File: src/bbcca_pkg.sv
// Constants and types for the buck-boost channel one configuration register
package bbcca_pkg;

  // Register map
  localparam logic [7:0]  REG_OFFSET      = 8'h2B;
  localparam logic [7:0]  REG_RESET       = 8'h00;
  localparam int          LIMIT_MSB       = 7;
  localparam int          LIMIT_LSB       = 6;
  localparam int          VCODE_MSB       = 5;
  localparam int          VCODE_LSB       = 0;

  // Target addresses picked by the address-select fuse
  localparam logic [6:0]  I2C_ADDR_SEL0   = 7'h40;
  localparam logic [6:0]  I2C_ADDR_SEL1   = 7'h48;

  // Peak current limit in mA for codes 00..11
  localparam logic [9:0]  LIMIT_MA_CODE0  = 10'h3E8;
  localparam logic [9:0]  LIMIT_MA_CODE1  = 10'h362;
  localparam logic [9:0]  LIMIT_MA_CODE2  = 10'h2C3;
  localparam logic [9:0]  LIMIT_MA_CODE3  = 10'h1F4;

  // Target voltage transfer functions, in microvolts
  localparam logic [22:0] VLOW_BASE_UV    = 23'h0C_3500;
  localparam logic [22:0] VLOW_STEP_UV    = 23'h00_30D4;
  localparam logic [22:0] VHIGH_BASE_UV   = 23'h24_9F00;
  localparam logic [22:0] VHIGH_STEP_UV   = 23'h00_C350;
  localparam logic [5:0]  VHIGH_MAX_IDX   = 6'h39;

  typedef enum logic [4:0] {
    ST_IDLE = 5'h01,
    ST_RX   = 5'h02,
    ST_ACK  = 5'h04,
    ST_TX   = 5'h08,
    ST_MACK = 5'h10
  } bbcca_state_e;

  typedef struct packed {
    bbcca_state_e state;
    logic         sclQ;
    logic         sdaQ;
    logic [7:0]   shift;
    logic [3:0]   bitCnt;
    logic         isRead;
    logic [1:0]   byteCnt;
    logic [7:0]   ptr;
    logic [7:0]   regVal;
    logic         sdaOut;
    logic         sdaOeN;
    logic [9:0]   limitMa;
    logic [22:0]  voltUv;
    logic         voltRsvd;
  } bbcca_regs_s;

endpackage

File: src/bbcca_config_reg.sv
// I2C-reached configuration register for buck-boost channel one
`timescale 1ns/10ps
`default_nettype none

module bbcca_config_reg #(
  parameter bit HIGH_VOLT_VARIANT = 1'b0
) (
  input  wire logic        clk_sys,
  input  wire logic        rst,
  input  wire logic        ce,
  input  wire logic        sclIn,
  input  wire logic        sdaIn,
  output logic             sdaOut,
  output logic             sdaOeN,
  input  wire logic        otpAddrSel,
  input  wire logic [7:0]  otpDefault,
  input  wire logic        systemResetEvent,
  output logic      [1:0]  ch1PeakCurrentLimit,
  output logic      [5:0]  ch1TargetVoltageCode,
  output logic      [9:0]  peakLimitMa,
  output logic      [22:0] targetVoltUv,
  output logic             targetVoltReserved
);

  bbcca_pkg::bbcca_regs_s st;
  bbcca_pkg::bbcca_regs_s nxt;

  logic        sclRise;
  logic        sclFall;
  logic        startCond;
  logic        stopCond;
  logic [6:0]  myAddr;
  logic [22:0] decVolt;
  logic        decRsvd;

  function automatic logic [9:0] limit_ma(input logic [1:0] code);
    case (code)
      2'b00:   limit_ma = bbcca_pkg::LIMIT_MA_CODE0;
      2'b01:   limit_ma = bbcca_pkg::LIMIT_MA_CODE1;
      2'b10:   limit_ma = bbcca_pkg::LIMIT_MA_CODE2;
      default: limit_ma = bbcca_pkg::LIMIT_MA_CODE3;
    endcase
  endfunction

  // Unmapped pointers read as zero
  function automatic logic [7:0] read_byte(input logic [7:0] p, input logic [7:0] v);
    read_byte = (p == bbcca_pkg::REG_OFFSET) ? v : 8'h00;
  endfunction

  assign sclRise   = sclIn & ~st.sclQ;
  assign sclFall   = ~sclIn & st.sclQ;
  assign startCond = st.sclQ & sclIn & st.sdaQ & ~sdaIn;
  assign stopCond  = st.sclQ & sclIn & ~st.sdaQ & sdaIn;
  assign myAddr    = otpAddrSel ? bbcca_pkg::I2C_ADDR_SEL1 : bbcca_pkg::I2C_ADDR_SEL0;

  // Decodes the next register value so outputs move with the register
  bbcca_volt_decode #(
    .HIGH_VOLT_VARIANT (HIGH_VOLT_VARIANT)
  ) u_decode (
    .code     (nxt.regVal[bbcca_pkg::VCODE_MSB:bbcca_pkg::VCODE_LSB]),
    .voltUv   (decVolt),
    .reserved (decRsvd)
  );

  always_comb
  begin
    nxt      = st;
    nxt.sclQ = sclIn;
    nxt.sdaQ = sdaIn;
    if (rst)
    begin
      nxt.state   = bbcca_pkg::ST_IDLE;
      nxt.shift   = 8'h00;
      nxt.bitCnt  = 4'h0;
      nxt.isRead  = 1'b0;
      nxt.byteCnt = 2'h0;
      nxt.ptr     = 8'h00;
      nxt.regVal  = bbcca_pkg::REG_RESET;
      nxt.sdaOeN  = 1'b1;
    end
    else if (startCond)
    begin
      // Repeated start restarts addressing, pointer is kept
      nxt.state   = bbcca_pkg::ST_RX;
      nxt.bitCnt  = 4'h0;
      nxt.byteCnt = 2'h0;
      nxt.sdaOeN  = 1'b1;
    end
    else if (stopCond)
    begin
      nxt.state  = bbcca_pkg::ST_IDLE;
      nxt.sdaOeN = 1'b1;
    end
    else
    begin
      case (st.state)
        bbcca_pkg::ST_IDLE:
        begin
          nxt.sdaOeN = 1'b1;
        end
        bbcca_pkg::ST_RX:
        begin
          if (sclRise)
          begin
            nxt.shift  = {st.shift[6:0], sdaIn};
            nxt.bitCnt = st.bitCnt + 4'h1;
          end
          else if (sclFall && st.bitCnt == 4'h8)
          begin
            nxt.bitCnt = 4'h0;
            nxt.state  = bbcca_pkg::ST_ACK;
            nxt.sdaOeN = 1'b0;
            if (st.byteCnt == 2'h0)
            begin
              nxt.isRead = st.shift[0];
              if (st.shift[7:1] != myAddr)
              begin
                nxt.state  = bbcca_pkg::ST_IDLE;
                nxt.sdaOeN = 1'b1;
              end
            end
            else if (st.byteCnt == 2'h1)
            begin
              nxt.ptr = st.shift;
            end
            else
            begin
              if (st.ptr == bbcca_pkg::REG_OFFSET)
              begin
                nxt.regVal = st.shift;
              end
              nxt.ptr = st.ptr + 8'h01;
            end
          end
        end
        bbcca_pkg::ST_ACK:
        begin
          if (sclFall)
          begin
            nxt.sdaOeN = 1'b1;
            nxt.state  = bbcca_pkg::ST_RX;
            if (st.byteCnt != 2'h2)
            begin
              nxt.byteCnt = st.byteCnt + 2'h1;
            end
            if (st.byteCnt == 2'h0 && st.isRead)
            begin
              nxt.shift  = read_byte(st.ptr, st.regVal);
              nxt.sdaOeN = nxt.shift[7];
              nxt.state  = bbcca_pkg::ST_TX;
            end
          end
        end
        bbcca_pkg::ST_TX:
        begin
          if (sclFall)
          begin
            if (st.bitCnt == 4'h7)
            begin
              nxt.bitCnt = 4'h0;
              nxt.sdaOeN = 1'b1;
              nxt.state  = bbcca_pkg::ST_MACK;
            end
            else
            begin
              nxt.shift  = {st.shift[6:0], 1'b0};
              nxt.sdaOeN = nxt.shift[7];
              nxt.bitCnt = st.bitCnt + 4'h1;
            end
          end
        end
        bbcca_pkg::ST_MACK:
        begin
          if (sclRise)
          begin
            if (sdaIn)
            begin
              nxt.state = bbcca_pkg::ST_IDLE;
            end
            else
            begin
              nxt.bitCnt = 4'h1;
            end
          end
          else if (sclFall && st.bitCnt == 4'h1)
          begin
            nxt.bitCnt = 4'h0;
            nxt.ptr    = st.ptr + 8'h01;
            nxt.shift  = read_byte(st.ptr + 8'h01, st.regVal);
            nxt.sdaOeN = nxt.shift[7];
            nxt.state  = bbcca_pkg::ST_TX;
          end
        end
        default:
        begin
          nxt.state  = bbcca_pkg::ST_IDLE;
          nxt.sdaOeN = 1'b1;
        end
      endcase
      // reset event beats a host write
      if (systemResetEvent)
      begin
        nxt.regVal = otpDefault;
      end
    end
    nxt.sdaOut   = 1'b0;
    nxt.limitMa  = limit_ma(nxt.regVal[bbcca_pkg::LIMIT_MSB:bbcca_pkg::LIMIT_LSB]);
    nxt.voltUv   = decVolt;
    nxt.voltRsvd = decRsvd;
  end

  // Reset acts even while the clock enable holds the block frozen
  always_ff @(posedge clk_sys)
  begin
    if (rst || ce)
    begin
      st <= nxt;
    end
  end

  assign sdaOut               = st.sdaOut;
  assign sdaOeN               = st.sdaOeN;
  assign ch1PeakCurrentLimit  = st.regVal[bbcca_pkg::LIMIT_MSB:bbcca_pkg::LIMIT_LSB];
  assign ch1TargetVoltageCode = st.regVal[bbcca_pkg::VCODE_MSB:bbcca_pkg::VCODE_LSB];
  assign peakLimitMa          = st.limitMa;
  assign targetVoltUv         = st.voltUv;
  assign targetVoltReserved   = st.voltRsvd;
endmodule

`default_nettype wire

File: src/bbcca_volt_decode.sv
// Target voltage code to microvolt decoder for both device variants
`timescale 1ns/10ps
`default_nettype none

module bbcca_volt_decode #(
  parameter bit HIGH_VOLT_VARIANT = 1'b0
) (
  input  wire logic [5:0]  code,
  output logic      [22:0] voltUv,
  output logic             reserved
);

  logic [5:0] stepIdx;

  always_comb
  begin
    if (HIGH_VOLT_VARIANT)
    begin
      stepIdx  = {code[1:0], code[5:2]};
      voltUv   = bbcca_pkg::VHIGH_BASE_UV + 23'(stepIdx) * bbcca_pkg::VHIGH_STEP_UV;
      reserved = (stepIdx > bbcca_pkg::VHIGH_MAX_IDX);
    end
    else
    begin
      stepIdx  = code;
      voltUv   = bbcca_pkg::VLOW_BASE_UV + 23'(stepIdx) * bbcca_pkg::VLOW_STEP_UV;
      reserved = 1'b0;
    end
  end

endmodule

`default_nettype wire

File: config.mk
export PLATFORM = sky130hd
export DESIGN_NAME = bbcca_config_reg
export DESIGN_NICKNAME = d
export VERILOG_FILES = /design/src/bbcca_pkg.sv /design/src/bbcca_config_reg.sv /design/src/bbcca_volt_decode.sv
export SDC_FILE = /design/constraint.sdc
export NUM_CORES = 1
export LEC_CHECK = 0
export BUFFER_PORTS_ARGS = -buffer_cell sky130_fd_sc_hd__buf_4
export CAP_MARGIN = 20
export CELL_PAD_IN_SITES_DETAIL_PLACEMENT = 1
export CELL_PAD_IN_SITES_GLOBAL_PLACEMENT = 1
export CORE_UTILIZATION = 47
export DETAILED_ROUTE_END_ITERATION = 16
export PLACE_DENSITY_LB_ADDON = 0.3
export SKIP_CTS_REPAIR_TIMING = 1
export SLEW_MARGIN = 25
export SYNTH_ARGS = -nofsm -noshare
export SYNTH_HDL_FRONTEND = slang
export SYNTH_SLANG_ARGS = --single-unit
File: constraint.sdc
create_clock -name clk_sys -period 7.8 [get_ports clk_sys]
set_clock_uncertainty 0.1 [all_clocks]
set_input_delay 1.56 -clock clk_sys [delete_from_list [all_inputs] [get_ports clk_sys]]
set_output_delay 1.56 -clock clk_sys [all_outputs]
set_load 0.01 [all_outputs]
==> results.json, run 1 <==
{
  "reg2reg_from": "st[52]$_SDFFCE_PP0P_",
  "dpl.hpwl_um": 9790,
  "worst_pin_slew_ns": 0.880,
  "die_area_um2": 11400,
  "relSlewSlack_pct": 41.3,
  "startpoint": "sclIn",
  "yosysUniqueCellTypes": 68,
  "internal_power_mw": 0.773,
  "syn_avg_cell_area_um2": 9.82,
  "grt_use_total_pct": 24.2,
  "synth_ff_type": "edfxtp_1",
  "worst_ep_required_time_ns": 7.79,
  "hold_path_class": "register to register",
  "final-seq-area_um2": 1890,
  "grt_pass1_wl_um": 21500,
  "fp-row-count": 37,
  "drc": 0,
  "ant_nets": 0,
  "tns_ns": 0,
  "worstHoldStart": "st[52]$_SDFFCE_PP0P_",
  "fmaxAchievable_mhz": 138,
  "multi_input_area_um2": 2780,
  "antenna_found_initial": 0,
  "reg2reg_depth": 21,
  "async_flop_share_pct": 0,
  "fin_crit_sh_pct": 92.6,
  "synthToLayoutAreaGrowth_pct": 7.50,
  "cts_tree": "done",
  "placed_area_um2": 5370,
  "num-fill-cells": 1237,
  "max_cap_viol_count": 0,
  "swShare_pct": 34.2,
  "seq_power_share_pct": 40.7,
  "routed_via_density": 5.79,
  "grt_max_degree": 36,
  "r2r_slack_ns": 1.30,
  "yosysWarnings": 0,
  "clk_pin_slew_ns": 0.07,
  "utilization_pct": 53.0,
  "status": "complete, no violations",
  "endpoint_kind": "register",
  "start_kind": "input port",
  "die_y_um": 107,
  "rsz0062_at_grt": "false",
  "crit_end": "targetVoltUv[19]$_DFFE_PN_",
  "final-instance-count-excl-fill": 681,
  "criticalPathCategory": "input port to register",
  "worstPathMaxFanout": 15,
  "clk_latency_ns": 0.35,
  "grt_overflow": 0,
  "p_per_area_nw_per_um2": 212,
  "syn_inst": 525,
  "place.gp.congestion": 0.921,
  "initialDrtViolationCount": 174,
  "via_count": 3946,
  "yosysSeqAreaShare_pct": 36.7,
  "switchingPower_mw": 0.402,
  "drive_above_1_share_pct": 16.9,
  "fin_nets": 611,
  "grt_pass1_vias": 4271,
  "wirelength_um": 12800,
  "placed_cells": 666,
  "clockRootBuffer": "clkbuf_8",
  "core_area_um2": 10500,
  "cts.sinks": 63,
  "crit_arrival_ns": 7.21,
  "ir_drop_uv": 152,
  "dr.pass1.iters": 4,
  "cts-buffers-inserted": 9,
  "ys_ff_latch": 63,
  "p_clk_share_pct": 23.6,
  "diodes": 0,
  "p_total_mw": 1.17,
  "drv_slew": 0,
  "h-tree-depth": 3,
  "syn_area_um2": 5160,
  "period_needed_ns": 7.22,
  "die_w_um": 107,
  "setup_viol": 0,
  "ctsLongestPathBuffers": 2,
  "hold_viol_final": 0,
  "rr_endpoint": "targetVoltUv[19]$_DFFE_PN_",
  "ios": 59,
  "synth-edff-count": 63,
  "design_area_um2": 5540,
  "comb_power_share_pct": 35.7,
  "initial_utilization_pct": 49.3,
  "portBuffers": 51,
  "power.leakage_nw": 2.41,
  "routedWlPerCell_um": 18.8
}
worst min path at each step:
stage | endpoint | slack, ns | cells past startpoint
after detailed placement | st[52]$_SDFFCE_PP0P_ | 0.50 | 1
after global routing | st[52]$_SDFFCE_PP0P_ | 0.53 | 1
after CTS | st[52]$_SDFFCE_PP0P_ | 0.51 | 1
after global placement | st[52]$_SDFFCE_PP0P_ | 0.49 | 1
after floorplan | st[52]$_SDFFCE_PP0P_ | 0.46 | 1
final | st[52]$_SDFFCE_PP0P_ | 0.52 | 1
layer usage:
layer	routed length, um	vias to the layer above	global-route usage (%)
li1	-	1893	-
met1	5280	1958	28.1
met2	6760	72	44.1
met3	460	23	3.89
met4	276	0	9.98
met5	0	-	0
power groups by stage:
stage	combinational, mW	sequential [mW]	clock [mW]
floorplan	0.343	0.468	0
global placement	0.408	0.483	0
detailed placement	0.423	0.484	0
CTS	0.426	0.477	0.282
global route	0.469	0.483	0.295
finish	0.419	0.478	0.278
placed cells by master (no fill, tap or decap), drive strengths merged, types with 7 or more instances in the layout:
| cell | count |
|---|---|
| edfxtp | 63 |
| xor2 | 16 |
| and2 | 7 |
| nand2 | 38 |
| ha | 51 |
| buf | 57 |
| xnor2 | 19 |
| nand3 | 18 |
| conb | 7 |
| a21o | 8 |
| inv | 27 |
| and3 | 8 |
| nor3 | 9 |
| nor2 | 51 |
| nand2b | 11 |
| a211oi | 11 |
| clkbuf | 10 |
| a22oi | 8 |
| o21ai | 15 |
| a21oi | 28 |
layout make-up:
| cell class | count | share of cell area, % |
|---|---|---|
| sequential | 63 | 34.1 |
| multi-input combinational | 383 | 50.1 |
| clock buffer | 10 | 2.30 |
| timing repair buffer | 57 | 7.72 |
| inverter | 27 | 1.83 |
| tap | 136 | 3.07 |
| clock inverter | 5 | 0.903 |
Yosys cell counts (2+ instances only):
cell,number,area [um^2]
a22oi_1,8,60.1
a211oi_1,10,75.1
nand2b_4,2,27.5
nand3_1,17,85.1
o221a_1,3,33.8
or3_1,5,31.3
or2_2,4,25.0
inv_1,27,101
xor2_1,16,140
a21oi_1,28,140
a31oi_1,3,18.8
nor4_1,4,25.0
and3_1,8,50.1
xnor2_1,19,166
o31ai_1,5,37.5
buf_4,44,330
and3b_1,2,17.5
a21o_1,8,60.1
o21bai_1,3,22.5
nand2_1,37,139
o221ai_1,3,26.3
a2111oi_1,4,40.0
buf_2,5,25.0
nor2b_1,4,25.0
edfxtp_1,63,1890
buf_6,3,33.8
mux2i_1,3,30.0
o21ai_0,15,75.1
nand4_1,3,18.8
and2_1,7,43.8
conb_1,2,7.51
nor3_1,7,35.0
a41o_1,2,20.0
clkbuf_1,5,18.8
nor2_1,50,188
a31o_1,2,17.5
ha_1,51,638
nor3_2,2,20.0
fa_1,4,80.1
nand2b_1,9,56.3
state kept, by name (all words and copies together), names as in the netlist:
register	flops
ch1TargetVoltageCode	6
targetVoltUv	17
peakLimitMa	7
st	30
ch1PeakCurrentLimit	2
sdaOeN	1
metrics by stage:
| stage | hold WS (ns) | setup slack, ns |
|---|---|---|
| after global placement | 0.493 | 0.520 |
| final | 0.521 | 0.577 |
| after CTS | 0.513 | 0.554 |
| after global routing | 0.525 | 0.223 |
| after detailed placement | 0.503 | 0.269 |
| after floorplan | 0.462 | 0.846 |
kinds of logic (layout without fill, tap and decap cells):
logic type / Yosys count / in the layout / share of synthesized area (%)
other: 2 / 7 / 0.146
muxes: 3 / 3 / 0.582
buffers and inverters: 84 / 99 / 9.87
adders and majority gates: 55 / 55 / 13.9
DFF: 63 / 63 / 36.7
and+or+nand+nor: 172 / 172 / 17.1
AOI/OAI and AO/OA: 111 / 111 / 15.7
xor gates and xnor gates: 35 / 35 / 5.94
worst max-delay path, stage by stage:
cell and delay (ns):
buf_4 0.14, nand2b_4 0.17, or4_4 0.52, nor3_2 0.19
nand3_2 0.29, nand2b_4 0.16, o31ai_2 0.08, a2111oi_2 0.78
ha_1 0.38, ha_1 0.29, inv_1 0.05, fa_1 0.51
inv_1 0.05, ha_1 0.38, a21o_1 0.25, a21oi_1 0.26
xor2_1 0.24, a211oi_1 0.12, or3_1 0.44, a31oi_1 0.24
xor2_1 0.10
Power figures use the tool's default switching activity.
==> inputs of run 2 (changes only) <==
Settings changed: BUFFER_PORTS_ARGS -buffer_cell sky130_fd_sc_hd__buf_4 to -buffer_cell sky130_fd_sc_hd__buf_2.
==> run 2 against run 1 <==
  * Final cell count rose by 0.15%
  * Sequential power barely moved
  * Worst hold slack got worse by 0.021 ns
  * Sequential share of layout area rose by 0.63 points
  * Sequential cell count did not move
  * Largest power group unchanged
==> results.json, run 2 (synthesis gave the netlist of run 1 again) <==
{
  "p_per_area_nw_per_um2": 218,
  "routedWlPerCell_um": 18.5,
  "clk_latency_ns": 0.35,
  "dp_worst_setup_slack_ns": 0.331,
  "initial_utilization_pct": 49.3,
  "fmaxAchievable_mhz": 139,
  "die_y_um": 107,
  "power.leakage_nw": 2.38,
  "use_met2_pct": 44.9,
  "setup_viol": 0,
  "final_common_cell": "edfxtp_1",
  "grt_pass1_wl_um": 21300,
  "ir_drop_uv": 166,
  "crit_slowest_cell": "a2111oi_1",
  "antenna_found_initial": 0,
  "routed_via_density": 5.75,
  "cts.sinks": 63,
  "initialDrtViolationCount": 147,
  "h-tree-depth": 3,
  "diodes": 0,
  "worstPathMaxFanout": 15,
  "grt-busiest-layer": "met2",
  "rsz0062_at_grt": "false",
  "grt_use_total_pct": 24.0,
  "cts_tree": "done",
  "fin_crit_sh_pct": 92.0,
  "fin_nets": 611,
  "final-seq-area_um2": 1890,
  "period_needed_ns": 7.18,
  "multi_input_area_um2": 2780,
  "ant_nets": 0,
  "relSlewSlack_pct": 41.0,
  "hold_path_class": "register to register",
  "endpoint_kind": "register",
  "grt_pass1_vias": 4280,
  "use_met3_pct": 3.77,
  "ctsLongestPathBuffers": 2,
  "drv_slew": 0,
  "tns_ns": 0,
  "final_cell_mix": "edfxtp_1 (63), ha_1 (51), buf_2 (51)",
  "crit_path_max_incr_delay_ns": 0.63,
  "worst_pin_slew_ns": 0.883,
  "fp-row-count": 37,
  "setup_slack_ns": 0.622,
  "drive_above_1_share_pct": 16.7,
  "crit_arrival_ns": 7.16,
  "ios": 59,
  "path_delay_family": "compound AO/OA/AOI/OAI gates",
  "wirelength_um": 12700,
  "die_area_um2": 11400,
  "worst-path-buf-inv": 1,
  "crit_chain": "buf_2, nand2b_4, or4_4, nor3_2, nand3_2, nand2b_1, o31ai_1, a2111oi_1, ha_1, ha_1, fa_1, fa_1, a21o_1, a221o_1, a221oi_1, o21bai_1, xnor2_1, a31oi_1, xor2_1",
  "via_count": 3924,
  "grt_overflow": 0,
  "max_cap_viol_count": 0,
  "largest_reg_flops": 30,
  "portBuffers": 51,
  "top_register": "st",
  "num-fill-cells": 1227,
  "status": "complete, no violations",
  "hold_viol_final": 0,
  "clk_pin_slew_ns": 0.07,
  "worst_ep_required_time_ns": 7.78,
  "grt_max_degree": 36,
  "dr.pass1.iters": 4,
  "dpl.hpwl_um": 9770,
  "clockRootBuffer": "clkbuf_8",
  "place.gp.congestion": 0.906,
  "core_area_um2": 10500,
  "cts-buffers-inserted": 9,
  "drc": 0,
  "die_w_um": 107,
  "synthToLayoutAreaGrowth_pct": 5.56,
  "start_kind": "input port",
  "criticalPathCategory": "input port to register",
  "use_met1_pct": 28.0
}
-- run 2: worst paths after layout --
kind / start / endpoint / slack [ns] / cells after the start
worst min-delay path: st[52]$_SDFFCE_PP0P_ / st[52]$_SDFFCE_PP0P_ / 0.50 / 1
worst max-delay path: sclIn / targetVoltUv[19]$_DFFE_PN_ / 0.62 / 19
worst max register to register: st[52]$_SDFFCE_PP0P_ / targetVoltUv[19]$_DFFE_PN_ / 1.37 / 19
worst min register to register: st[52]$_SDFFCE_PP0P_ / st[52]$_SDFFCE_PP0P_ / 0.50 / 1
-- run 2: through the flow --
step	total power [mW]	utilization, %	instance area [um^2]	hold slack, ns	cells
floorplan	0.812	-	5180	0.462	530
global placement	0.866	50.1	5240	0.477	666
detailed placement	0.884	50.1	5240	0.495	666
CTS	1.20	52.0	5440	0.500	682
global route	1.26	52.0	5440	0.526	682
finish	1.19	52.0	5440	0.500	682
-- run 2: worst reg2reg max path, cell delays in order, from the launching register on --
cell	delay [ns]
edfxtp_1	0.38
inv_1	0.08
ha_1	0.26
or4_4	0.57
nor3_2	0.20
nand3_2	0.32
nand2b_1	0.18
o31ai_1	0.09
a2111oi_1	0.63
ha_1	0.36
ha_1	0.31
fa_1	0.55
fa_1	0.52
a21o_1	0.23
a221o_1	0.34
a221oi_1	0.34
o21bai_1	0.14
xnor2_1	0.32
a31oi_1	0.09
xor2_1	0.16
-- run 2: power by group --
part	switching, mW	internal, mW	total (mW)
registers	0.0300	0.445	0.475
logic	0.239	0.162	0.401
clock network	0.134	0.179	0.313
-- run 2: final cells by class --
type	instances	area share, %
Clock inverter	4	1.29
Tap cell	136	3.13
Multi-Input combinational cell	383	51.0
Inverter	27	1.86
Timing Repair Buffer	57	5.52
Clock buffer	12	2.48
Sequential cell	63	34.8
-- run 2: metal layers --
layer  part of all wire [%]  vias up  wire length [um]
met5                      0        -                 0
met4                    1.5        0               193
met3                    2.6       18               333
met2                     53       65              6740
met1                     43     1943              5380
li1                       -     1898                 -
==> inputs of run 3 (changes only) <==
Settings changed: CORE_UTILIZATION 47 to 50.
Clock period 7.8 ns to 9.1 ns, I/O delays scaled along.
==> run 3 against run 2 <==
  * Sequential cell count stayed put
  * Highest routed layer unchanged
  * Combinational power is 15% lower
  * Utilization is 2.9 points higher
  * Clock power is 14% lower
  * Wire length is 0.72% higher
  * Worst hold slack better by 0.0044 ns
  * Critical path type unchanged
  * Clock-buffer cell count is 1 lower
  * Non-clock buffer count is 3 lower
  * Final area is 0.51% lower
  * Final cell count is 0.88% lower
==> results.json, run 3 (synthesis gave the netlist of run 1 again) <==
{
  "drc": 0,
  "internal_power_mw": 0.671,
  "rsz0062_at_grt": "false",
  "multi_input_area_um2": 2780,
  "top_register": "st",
  "ios": 59,
  "final_common_cell": "edfxtp_1",
  "worstHoldEndpoint": "st[52]$_SDFFCE_PP0P_",
  "p_clk_share_pct": 26.4,
  "relSlewSlack_pct": 40.7,
  "endpoint_kind": "register",
  "criticalPathCategory": "input port to register",
  "placed_area_um2": 5210,
  "drv_slew": 0,
  "design_area_um2": 5420,
  "comb_power_share_pct": 33.7,
  "clk_latency_ns": 0.37,
  "hold_viol_final": 0,
  "initial_utilization_pct": 52.3,
  "final-seq-area_um2": 1890,
  "die_area_um2": 10700,
  "max_cap_viol_count": 0,
  "drive_above_1_share_pct": 16.0,
  "synthToLayoutAreaGrowth_pct": 5.02,
  "fp-row-count": 36,
  "initialDrtViolationCount": 178,
  "clockRootBuffer": "clkbuf_8",
  "num-fill-cells": 1113,
  "drt-met1-wl_um": 5330,
  "power.leakage_nw": 2.36,
  "switchingPower_mw": 0.346,
  "seq_power_share_pct": 40.0,
  "reg2reg_from": "st[52]$_SDFFCE_PP0P_",
  "status": "complete, no violations",
  "routed.top_layer": "met4",
  "hold_depth": 1,
  "worst_ep_required_time_ns": 9.09,
  "met3_length_um": 333,
  "grt_max_degree": 36,
  "clk_pin_slew_ns": 0.08,
  "wirelength_um": 12700,
  "fin_crit_sh_pct": 84.4,
  "rr_endpoint": "targetVoltUv[19]$_DFFE_PN_",
  "h-tree-depth": 3,
  "largest_reg_flops": 30,
  "fmaxAchievable_mhz": 130,
  "grt_pass1_vias": 4200,
  "grt_use_total_pct": 25.0,
  "final_cell_mix": "edfxtp_1 (63), ha_1 (51), buf_2 (51)",
  "p_per_area_nw_per_um2": 188,
  "crit_arrival_ns": 7.67,
  "hold_path_class": "register to register",
  "swShare_pct": 34.0,
  "setup_viol": 0,
  "period_needed_ns": 7.68,
  "worst_pin_slew_ns": 0.887,
  "p_total_mw": 1.02,
  "via_count": 3895,
  "dpl.hpwl_um": 9750,
  "cts-buffers-inserted": 9,
  "tns_ns": 0,
  "start_kind": "input port",
  "cts_tree": "done",
  "place.gp.congestion": 0.901,
  "routed_via_density": 5.76,
  "routedWlPerCell_um": 18.8,
  "ctsLongestPathBuffers": 2,
  "grt_overflow": 0,
  "reg2reg_depth": 19,
  "die_w_um": 104,
  "wl_met2_um": 6760,
  "fin_nets": 608,
  "grt_pass1_wl_um": 21000,
  "die_y_um": 104,
  "portBuffers": 51,
  "dr.pass1.iters": 4,
  "cts.sinks": 63,
  "ir_drop_uv": 102,
  "core_area_um2": 9860,
  "antenna_found_initial": 0,
  "r2r_slack_ns": 2.42,
  "diodes": 0,
  "worstPathMaxFanout": 15,
  "worstHoldStart": "st[52]$_SDFFCE_PP0P_",
  "ant_nets": 0
}
[run 3: routing by layer]
| metal | up-vias | track usage, % |
|---|---|---|
| li1 | 1882 | - |
| met1 | 1906 | 28.0 |
| met2 | 80 | 46.2 |
| met3 | 27 | 4.91 |
| met4 | 0 | 10.0 |
| met5 | - | 0 |
[run 3: worst max-delay path: stages]
cell and delay [ns]:
buf_2 0.14, nand2b_4 0.18, or4_4 0.51, nor3_2 0.18, nand3_2 0.33, nand2b_1 0.18
o31ai_1 0.08, a2111oi_1 0.83, ha_1 0.39, ha_1 0.32, fa_1 0.54, fa_1 0.52
a21o_1 0.23, a21oi_1 0.27, xor2_1 0.22, a211oi_1 0.14, or3_1 0.45, a31oi_1 0.24
xor2_1 0.11
[run 3: how the worst max path moves through the flow]
stage | from | to | slack, ns | cells past startpoint
finish | sclIn | targetVoltUv[19]$_DFFE_PN_ | 1.42 | 19
global route | sclIn | targetVoltUv[19]$_DFFE_PN_ | 1.06 | 19
CTS | sclIn | targetVoltUv[19]$_DFFE_PN_ | 1.45 | 19
detailed placement | sclIn | targetVoltUv[19]$_DFFE_PN_ | 1.11 | 19
global placement | sclIn | targetVoltUv[15]$_DFFE_PN_ | 1.37 | 19
floorplan | sclIn | targetVoltUv[15]$_DFFE_PN_ | 1.89 | 18
[run 3: power groups by stage]
stage	registers, mW	logic [mW]	clock network, mW
6_report	0.406	0.342	0.268
2_1_floorplan	0.401	0.294	0
4_1_cts	0.407	0.345	0.273
3_3_place_gp	0.411	0.326	0
5_1_grt	0.412	0.379	0.283
3_5_place_dp	0.413	0.341	0
[run 3: area by class of cell]
type	count	share of cell area [%]
multi-input cells	383	51.2
clock inverters	5	1.34
inverters	27	1.87
clock buffers	11	2.43
well taps	133	3.07
repair buffers	54	5.13
flip-flops and latches	63	34.9
[run 3: through the flow]
step	util (%)	cells	hold slack (ns)	setup WS (ns)
finish	54.9	676	0.504	1.42
global route	54.9	676	0.536	1.06
CTS	54.9	676	0.503	1.45
global placement	52.8	660	0.481	1.37
floorplan	-	530	0.462	1.89
detailed placement	52.8	660	0.493	1.11
